## src/hdl/swc_regs.svh

```systemverilog
/*
  Timing counts and field positions of the sleep and wake-up controller.
  Assumes inclusion by bare name from the design files.
*/
`ifndef SWC_REGS_SVH
`define SWC_REGS_SVH
// ------------------------------------------------------------------
// Timing, interrupt sources and widths
// ------------------------------------------------------------------
`define SWC_OST_TOSC        1024
`define SWC_IRQ_VECTOR      13'h0004
`define SWC_IRQ_SRC_COUNT   3
`define SWC_SRC_EDGE        0
`define SWC_SRC_PORT        1
`define SWC_SRC_CMP         2
`define SWC_WDT_WIDTH       16
`define SWC_WDT_LIMIT       16'hFFFF
`define SWC_PC_WIDTH        13
`endif

```

## src/hdl/swc_pkg.sv

```systemverilog
/*
  Types of the sleep and wake-up controller.
  Includes the header of constants itself, ahead of the package.
*/
`include "swc_regs.svh"
package swc_pkg;
  typedef enum logic [2:0] {
    SWC_RUN   = 3'b000,
    SWC_SLEEP = 3'b001,
    SWC_OST   = 3'b010,
    SWC_FETCH = 3'b011,
    SWC_VECT  = 3'b100
  } swc_state_e;
  typedef enum logic [1:0] {
    SWC_OSC_RC  = 2'b00,
    SWC_OSC_XT  = 2'b01,
    SWC_OSC_HS  = 2'b10,
    SWC_OSC_LP  = 2'b11
  } swc_osc_e;
endpackage

```

## src/hdl/swc_edge_detect.sv

```systemverilog
/*
  Edge interrupt flag capture for the external edge pin.
  Assumes the pin is synchronous to the clock; the flag clear comes from software.
*/
`timescale 1ns/100ps
module swc_edge_detect (
  input  wire logic clock_in,
  input  wire logic nrst_in,
  input  wire logic edge_irq_pin_in,
  input  wire logic edge_select_bit_in,
  input  wire logic flag_clear_in,
  output logic      flag_out
);
  logic prev;
  logic flag;
  logic next_prev;
  logic next_flag;
  logic hit;

  always_comb begin
    next_prev = edge_irq_pin_in;
    hit = edge_select_bit_in ? (edge_irq_pin_in & ~prev) : (~edge_irq_pin_in & prev);
    // Set wins over clear
    next_flag = hit ? 1'b1 : (flag_clear_in ? 1'b0 : flag);
  end

  always_ff @(posedge clock_in or negedge nrst_in) begin
    if (!nrst_in) begin
      prev <= 1'b0;
      flag <= 1'b0;
    end else begin
      prev <= next_prev;
      flag <= next_flag;
    end
  end

  assign flag_out = flag;
endmodule

```

## src/hdl/swc_watchdog.sv

```systemverilog
/*
  Watchdog counter on the always-running clock.
  Assumes the caller asserts clear on sleep entry, wake-up and clear requests.
*/
`timescale 1ns/100ps
`include "swc_regs.svh"
module swc_watchdog #(
  parameter int WIDTH = `SWC_WDT_WIDTH,
  parameter logic [WIDTH-1:0] LIMIT = `SWC_WDT_LIMIT
) (
  input  wire logic clock_in,
  input  wire logic nrst_in,
  input  wire logic enable_in,
  input  wire logic clear_in,
  output logic      timeout_out
);
  logic [WIDTH-1:0] count;
  logic [WIDTH-1:0] next_count;
  logic             tout;
  logic             next_tout;

  always_comb begin
    next_count = count;
    next_tout  = 1'b0;
    if (!enable_in || clear_in) begin
      next_count = '0;
    end else if (count == LIMIT) begin
      next_count = '0;
      next_tout  = 1'b1;
    end else begin
      next_count = count + 1'b1;
    end
  end

  always_ff @(posedge clock_in or negedge nrst_in) begin
    if (!nrst_in) begin
      count <= '0;
      tout  <= 1'b0;
    end else begin
      count <= next_count;
      tout  <= next_tout;
    end
  end

  assign timeout_out = tout;
endmodule

```

## src/hdl/swc_sleep_wakeup_control.sv

```systemverilog
/*
  Sleep and wake-up controller: power-down entry, wake sources, start-up wait.
  Assumes clock_in is the always-running watchdog clock, and that the core
  reports the power-down instruction as a one-cycle pulse.
*/
`timescale 1ns/100ps
`include "swc_regs.svh"
module swc_sleep_wakeup_control #(
  parameter int PINS    = 13,
  parameter int OST_CYC = `SWC_OST_TOSC
) (
  input  wire logic            clock_in,
  input  wire logic            nrst_in,
  input  wire logic            sleep_instr_in,
  input  wire logic            clear_wdt_in,
  input  wire logic [12:0]     pc_in,
  input  wire logic            master_clear_pin_in,
  input  wire logic            wdt_enable_in,
  input  wire logic            global_irq_enable_in,
  input  wire logic [1:0]      osc_mode_in,
  input  wire logic            edge_irq_pin_in,
  input  wire logic            edge_select_bit_in,
  input  wire logic            edge_flag_clear_in,
  input  wire logic            edge_irq_enable_in,
  input  wire logic            port_irq_flag_in,
  input  wire logic            port_irq_enable_in,
  input  wire logic            cmp_irq_flag_in,
  input  wire logic            cmp_irq_enable_in,
  input  wire logic [PINS-1:0] pin_data_in,
  input  wire logic [PINS-1:0] pin_oe_in,
  output logic      [PINS-1:0] pin_data_out,
  output logic      [PINS-1:0] pin_oe_out,
  output logic                 osc_drive_out,
  output logic                 core_clk_en_out,
  output logic                 core_reset_out,
  output logic                 prefetch_out,
  output logic      [12:0]     prefetch_addr_out,
  output logic                 vector_out,
  output logic      [12:0]     vector_addr_out,
  output logic                 powerdown_flag_n_out,
  output logic                 timeout_flag_n_out,
  output logic                 edge_flag_out,
  output logic                 master_clear_oe_out,
  output logic                 asleep_out
);
  // ------------------------------------------------------------------
  // Helpers
  // ------------------------------------------------------------------
  function automatic logic osc_needs_wait(input logic [1:0] mode);
    osc_needs_wait = (mode != swc_pkg::SWC_OSC_RC);
  endfunction

  // Time-out only counts while the watchdog is enabled
  function automatic logic wdt_fired(input logic tout, input logic en);
    wdt_fired = tout & en;
  endfunction

  // ------------------------------------------------------------------
  // State
  // ------------------------------------------------------------------
  swc_pkg::swc_state_e state;
  swc_pkg::swc_state_e next_state;
  logic [10:0]     ost_cnt;
  logic [10:0]     next_ost_cnt;
  logic            pd_n;
  logic            next_pd_n;
  logic            to_n;
  logic            next_to_n;
  logic [PINS-1:0] hold_d;
  logic [PINS-1:0] next_hold_d;
  logic [PINS-1:0] hold_oe;
  logic [PINS-1:0] next_hold_oe;
  logic            osc;
  logic            next_osc;
  logic            rst;
  logic            next_rst;
  logic            pf;
  logic            next_pf;
  logic [12:0]     pf_addr;
  logic [12:0]     next_pf_addr;
  logic            vec;
  logic            next_vec;
  logic            gie_at_wake;
  logic            next_gie_at_wake;
  logic            edge_flag;
  logic            wdt_tout;
  logic            wdt_clear;
  logic            irq_wake;
  logic            master_clear_pin_low;
  logic            entering;
  logic            clk_en;
  logic            next_clk_en;
  logic            asleep;
  logic            next_asleep;
  logic [12:0]     vec_addr;
  logic [12:0]     next_vec_addr;
  logic            master_clear_pin_oe;
  logic            next_master_clear_pin_oe;

  // ------------------------------------------------------------------
  // Sub-blocks
  // ------------------------------------------------------------------
  swc_edge_detect u_edge (
    .clock_in           (clock_in),
    .nrst_in            (nrst_in),
    .edge_irq_pin_in    (edge_irq_pin_in),
    .edge_select_bit_in (edge_select_bit_in),
    .flag_clear_in      (edge_flag_clear_in),
    .flag_out           (edge_flag)
  );

  // Independent clock keeps the counter alive asleep
  swc_watchdog u_wdt (
    .clock_in    (clock_in),
    .nrst_in     (nrst_in),
    .enable_in   (wdt_enable_in),
    .clear_in    (wdt_clear),
    .timeout_out (wdt_tout)
  );

  // ------------------------------------------------------------------
  // Next state
  // ------------------------------------------------------------------
  always_comb begin
    master_clear_pin_low = ~master_clear_pin_in;
    entering = (state == swc_pkg::SWC_RUN) && sleep_instr_in;
    // Own enable only, no global gate
    irq_wake = (edge_flag & edge_irq_enable_in)
             | (port_irq_flag_in & port_irq_enable_in)
             | (cmp_irq_flag_in & cmp_irq_enable_in);
    next_state       = state;
    next_ost_cnt     = ost_cnt;
    next_pd_n        = pd_n;
    next_to_n        = to_n;
    next_hold_d      = hold_d;
    next_hold_oe     = hold_oe;
    next_osc         = osc;
    next_rst         = 1'b0;
    next_pf          = 1'b0;
    next_pf_addr     = pf_addr;
    next_vec         = 1'b0;
    next_gie_at_wake = gie_at_wake;
    wdt_clear        = clear_wdt_in;
    case (state)
      swc_pkg::SWC_RUN: begin
        next_hold_d  = pin_data_in;
        next_hold_oe = pin_oe_in;
        if (wdt_fired(wdt_tout, wdt_enable_in)) begin
          next_rst  = 1'b1;
          next_to_n = 1'b0;
        end else if (entering) begin
          wdt_clear    = 1'b1;
          next_pd_n    = 1'b0;
          next_to_n    = 1'b1;
          next_osc     = 1'b0;
          next_pf      = 1'b1;
          next_pf_addr = pc_in + 13'h0001;
          next_state   = swc_pkg::SWC_SLEEP;
        end
      end
      swc_pkg::SWC_SLEEP: begin
        // Pending enabled flags fall through here on the first sleep cycle
        if (master_clear_pin_low) begin
          next_rst   = 1'b1;
          next_osc   = 1'b1;
          next_state = swc_pkg::SWC_RUN;
        end else if (wdt_fired(wdt_tout, wdt_enable_in) || irq_wake) begin
          wdt_clear        = 1'b1;
          next_to_n        = ~wdt_fired(wdt_tout, wdt_enable_in);
          next_gie_at_wake = global_irq_enable_in & irq_wake;
          next_osc         = 1'b1;
          next_ost_cnt     = '0;
          next_state       = osc_needs_wait(osc_mode_in) ? swc_pkg::SWC_OST
                                                         : swc_pkg::SWC_FETCH;
        end
      end
      swc_pkg::SWC_OST: begin
        // Oscillator settling before the core sees a clock
        if (ost_cnt == 11'(OST_CYC - 1)) begin
          next_state = swc_pkg::SWC_FETCH;
        end else begin
          next_ost_cnt = ost_cnt + 11'h001;
        end
      end
      swc_pkg::SWC_FETCH: begin
        // Prefetched instruction runs this cycle
        next_state = gie_at_wake ? swc_pkg::SWC_VECT : swc_pkg::SWC_RUN;
      end
      swc_pkg::SWC_VECT: begin
        next_vec   = 1'b1;
        next_state = swc_pkg::SWC_RUN;
      end
      default: begin
        next_state = swc_pkg::SWC_RUN;
      end
    endcase
    if (master_clear_pin_low && state != swc_pkg::SWC_SLEEP) begin
      next_rst   = 1'b1;
      next_osc   = 1'b1;
      next_state = swc_pkg::SWC_RUN;
    end
  end

  // ------------------------------------------------------------------
  // Registers
  // ------------------------------------------------------------------
  always_ff @(posedge clock_in or negedge nrst_in) begin
    if (!nrst_in) begin
      state       <= swc_pkg::SWC_RUN;
      ost_cnt     <= '0;
      pd_n        <= 1'b1;
      to_n        <= 1'b1;
      hold_d      <= '0;
      hold_oe     <= '0;
      osc         <= 1'b1;
      rst         <= 1'b0;
      pf          <= 1'b0;
      pf_addr     <= '0;
      vec         <= 1'b0;
      gie_at_wake <= 1'b0;
    end else begin
      state       <= next_state;
      ost_cnt     <= next_ost_cnt;
      pd_n        <= next_pd_n;
      to_n        <= next_to_n;
      hold_d      <= next_hold_d;
      hold_oe     <= next_hold_oe;
      osc         <= next_osc;
      rst         <= next_rst;
      pf          <= next_pf;
      pf_addr     <= next_pf_addr;
      vec         <= next_vec;
      gie_at_wake <= next_gie_at_wake;
    end
  end

  // ------------------------------------------------------------------
  // Output registers
  // ------------------------------------------------------------------
  // Decoded from next values so each output leaves a flip-flop
  // Costs sixteen flops, keeps decode glitches off the core clock gate
  always_comb begin
    next_clk_en   = next_osc && (next_state != swc_pkg::SWC_OST);
    next_asleep   = (next_state == swc_pkg::SWC_SLEEP);
    next_vec_addr = `SWC_IRQ_VECTOR;
    next_master_clear_pin_oe  = 1'b0;
  end

  always_ff @(posedge clock_in or negedge nrst_in) begin
    if (!nrst_in) begin
      clk_en   <= 1'b1;
      asleep   <= 1'b0;
      vec_addr <= `SWC_IRQ_VECTOR;
      master_clear_pin_oe  <= 1'b0;
    end else begin
      clk_en   <= next_clk_en;
      asleep   <= next_asleep;
      vec_addr <= next_vec_addr;
      master_clear_pin_oe  <= next_master_clear_pin_oe;
    end
  end

  // ------------------------------------------------------------------
  // Outputs
  // ------------------------------------------------------------------
  // Pin levels are registered copies, so they lag the core by one cycle
  assign pin_data_out         = hold_d;
  assign pin_oe_out           = hold_oe;
  assign osc_drive_out        = osc;
  assign core_clk_en_out      = clk_en;
  assign core_reset_out       = rst;
  assign prefetch_out         = pf;
  assign prefetch_addr_out    = pf_addr;
  assign vector_out           = vec;
  assign vector_addr_out      = vec_addr;
  assign powerdown_flag_n_out = pd_n;
  assign timeout_flag_n_out   = to_n;
  assign edge_flag_out        = edge_flag;
  assign master_clear_oe_out  = master_clear_pin_oe;
  assign asleep_out           = asleep;
endmodule

```

## config.mk

```make
export PLATFORM = sky130hd
export DESIGN_NAME = swc_sleep_wakeup_control
export DESIGN_NICKNAME = d
export VERILOG_FILES = /design/src/hdl/swc_pkg.sv /design/src/hdl/swc_edge_detect.sv /design/src/hdl/swc_watchdog.sv /design/src/hdl/swc_sleep_wakeup_control.sv
export VERILOG_INCLUDE_DIRS = /design/src /design/src/hdl
export SDC_FILE = /design/constraint.sdc
export NUM_CORES = 1
export LEC_CHECK = 0
export ABC_AREA = 1
export BUFFER_PORTS_ARGS = -buffer_cell sky130_fd_sc_hd__clkbuf_2
export CAP_MARGIN = 20
export CORE_ASPECT_RATIO = 1.75
export CORE_UTILIZATION = 40
export DETAILED_ROUTE_END_ITERATION = 6
export SLEW_MARGIN = 20
export SYNTH_ARGS = -nofsm -noshare
export SYNTH_HDL_FRONTEND = slang
export SYNTH_SLANG_ARGS = --single-unit
```

## constraint.sdc

```tcl
create_clock -name clock_in -period 1.75 [get_ports clock_in]
set_clock_uncertainty 0.1 [all_clocks]
set_input_delay 0.175 -clock clock_in [delete_from_list [all_inputs] [get_ports clock_in]]
set_output_delay 0.175 -clock clock_in [all_outputs]
set_load 0.02 [all_outputs]
```

==> Implementation_results.wiki <==
{| class="wikitable"
! Metric !! Value
|-
| Count of cell types in the netlist || 37
|-
| Fraction of layout cells with a size suffix above 1 || 0.308
|-
| Crit path launch type || register
|-
| Vias in the first global route || 3440
|-
| Worst Path Buf+Inv || 1
|-
| Largest fanout on the critical path || 27
|-
| Setup repair after global routing missed its margin || false
|-
| Post-synth EDFFs || 0
|-
| Syn Inst Count || approximately 450
|-
| Library cell contributing the largest single delay on the critical path || dfrtp_1
|-
| Filler cells || roughly 940
|-
| Static leakage power || approximately 2.6 nW
|-
| TritonCTS clock tree || done
|-
| Final Net Count || approximately 650
|-
| Number of detailed-route iterations in the first pass || 4
|-
| Clock insertion delay at the later pin of the skew report || 0.34 ns
|-
| Met2 WL post-DR || between 5 and 6 mm
|-
| TNS Setup || 0 ns
|-
| Combinational family with the most area after synthesis || simple AND/OR/NAND/NOR gates
|-
| Syn_area_per_cell || roughly 9 um2
|-
| Synthesized-area fraction occupied by ao, oa, aoi and oai cells || 0.0486
|-
| Run status || completed
|-
| Sum of met3 wire segment lengths after detailed routing || about 270 um
|-
| Die outline height || 135 um
|-
| Violation count after the first detailed-route iteration || 158
|-
| Crit-path leading delay family || flip-flops
|-
| Reg2Reg Launch Point || state[0]
|-
| Row count || 48
|-
| Most common cell after layout, fill and taps aside || clkbuf_2
|-
| Fmax || roughly 0.62 GHz
|-
| Area fraction in and, or, nand and nor cells after synthesis || 0.264
|-
| Post-CTS setup-driven buffer insertion count || 0
|-
| WL met1 || 3.47 mm
|-
| Setup violations, final || 0
|-
| Worst Min Path Start || pc_in[10]
|-
| Remaining DRCs || 0
|-
| Worst hold slack || between 0.015 and 0.02 ns
|-
| Post-DP HPWL || 6.89 mm
|-
| Synth Register Bits || 81
|-
| Biggest cell delay along the critical path || around 0.50 ns
|-
| Placeable Area || about 10000 um2
|-
| Worst-path clk slew || 0.06 ns
|-
| Commonest cells after routing, fill and taps aside || clkbuf_2 (102), nand2_1 (99), dfrtp_1 (77), nor2_1 (53), inv_1 (38)
|-
| Antenna violations before repair || 0
|-
| WL per Instance || 13.0 um
|-
| Synth-to-Final Area Change || 31.3%
|-
| Post-synthesis mux area share || 0.0719
|-
| Post-route worst setup slack || 0.148 ns
|-
| Die X-Extent || about 80 um
|-
| Ratio of total power to cell area || roughly 1100 nW/um2
|-
| Post-synthesis share of cell area spent on xor and xnor gates || 0.0301
|-
| Worst setup slack after placement || 0.0618 ns
|-
| Top routing layer in use || met4
|-
| Wire length of the first global-routing pass || ~15 mm
|-
| Number of buffers created by CTS || 9
|-
| Part of the Yosys area used for sequential elements || 0.499
|-
| Input/output buffers || between 100 and 150
|-
| Critical path data required time || about 1.9 ns
|-
| Max VDD drop || between 0.6 and 0.7 mV
|-
| Share of flip-flops with an asynchronous set or reset after synthesis || 1.00
|-
| Count of final hold-check violations || 0
|-
| Critical Path Source || state[0]
|-
| Largest net degree at the start of global routing || 35
|-
| Minimum clock period after layout || 1.60 ns
|-
| Worst setup EP type || register
|-
| Number of max-capacitance violations reported || 0
|-
| Number of nets with antenna violations after detailed routing || 0
|-
| Tcrit/Tclk final || 0.916
|-
| Avg Vias per Cell || 4.73
|-
| GRT Total Usage || 0.191
|-
| R2r setup slk || ~0.15 ns
|-
| Top flip-flop cell by instance count after synthesis || dfrtp_1
|-
| Arrival @ worst endpoint || roughly 1.7 ns
|-
| Number of antenna repair diodes || 0
|-
| Final weighted congestion in routability-driven placement || 0.854
|-
| Ports || 118
|-
| Cell-by-cell trace of the critical path || inv_2 -> nand2_4 -> mux2_2
|-
| Floorplan die area || 10600 um2
|-
| Post-Syn Area || a little over 4000 um2
|-
| Type of the worst min-delay path || in -> reg
|-
| Yosys warning total || 0
|-
| Post-synthesis adder-cell area fraction || 0.00922
|-
| Initial cell density of the core || 0.413
|-
| Number of buffers on the longest clock path || 2
|-
| Clock tree sinks || between 80 and 90
|-
| Number of vias in the routed layout || between 3000 and 4000
|-
| Max Slew Vio Count || 0
|-
| Number of levels in the clock H-tree || 3
|-
| Routed wire length || between 9 and 10 mm
|-
| Global route overflow || 0
|-
| Critical path start-end classification || reg -> reg
|-
| Master cell of the clock root buffer || clkbuf_16
|}
==> layout make-up <==
cell class	count	area [um2]	area share
Clock buffer	10	239	0.0447
Clock inverter	5	56.3	0.0105
Inverter	41	156	0.0293
Multi-Input combinational cell	316	1790	0.334
Sequential cell	81	2030	0.380
Tap cell	125	156	0.0293
Timing Repair Buffer	144	918	0.172
==> synth_stat cells (3+ instances only) <==
library cell | instances | area [um2]
nand4_4 | 3 | 63.8
inv_1 | 38 | 143
or2_2 | 4 | 25.0
nand2_1 | 99 | 372
mux2_2 | 23 | 259
nor2_4 | 3 | 33.8
nor2_1 | 53 | 199
mux2_1 | 3 | 33.8
nor2_2 | 5 | 31.3
ha_1 | 3 | 37.5
nand2_4 | 4 | 45.0
o21ai_0 | 18 | 90.1
o21ai_2 | 4 | 35.0
nor3_1 | 5 | 25.0
xor2_1 | 8 | 70.1
a21oi_1 | 6 | 30.0
buf_4 | 16 | 120
inv_2 | 3 | 11.3
nand4_1 | 5 | 31.3
dfstp_2 | 4 | 105
xnor2_1 | 6 | 52.6
nand3_1 | 37 | 185
dfrtp_1 | 77 | 1930
==> registers in the layout, summed over array words and instances, names as in the netlist, 3 cells and up <==
signal             cells
pin_data_out          13
pin_oe_out            13
ost_cnt               11
prefetch_addr_out     13
u_wdt.count           16
state                  3
==> path summary, 6_finish.rpt <==
check | to | depth (start not counted)
setup / recovery | pin_data_out[2] | 3
hold / removal | prefetch_addr_out[10] | 3
setup reg to reg | pin_data_out[2] | 3
hold reg to reg | powerdown_flag_n_out | 2
max in group asynchronous | osc_drive_out | 3
min in group asynchronous | pin_data_out[12] | 2
==> worst min-delay path, delay by kind of cell <==
kind / cells / cell delay (ns)
AO/OA/AOI/OAI: 1 / 0.12
AND/OR/NAND/NOR: 1 / 0.04
buffers and inverters: 1 / 0.09
==> cell families after synthesis <==
kind of cell    Yosys count
other cells               2
buf+inv                  61
compound gates           34
mux                      26
simple gates            225
flops                    81
xor+xnor                 14
fa+ha+maj                 3
==> report_power, final <==
group | internal (W) | total [W] | leakage [nW] | switching (W)
clock network | 0.00113 | 0.00188 | 0.144 | 0.000747
logic | 0.000582 | 0.00150 | 1.39 | 0.000918
registers | 0.00220 | 0.00240 | 1.02 | 0.000202
==> metrics by stage <==
stage,cell area [um2],utilization,total power [W],std cells
after floorplan,4120,-,0.00338,458
after global placement,4720,0.479,0.00385,675
after detailed placement,4720,0.479,0.00389,675
after CTS,5330,0.542,0.00585,722
after global routing,5350,0.543,0.00607,722
final,5350,0.543,0.00578,722
==> layer usage <==
layer / GRT usage / vias up
li1: - / 1700
met1: 0.193 / 1629
met2: 0.359 / 69
met3: 0.0343 / 20
met4: 0.110 / 0
met5: 0 / -
==> timing repair <==
item                                    in CTS  in global routing
endpoints found under the setup margin       0                 12
hold buffers                                32                  0
resized for setup                            0                  3
endpoints found under the hold margin       60                  0
(Power assumes the default switching activity.)
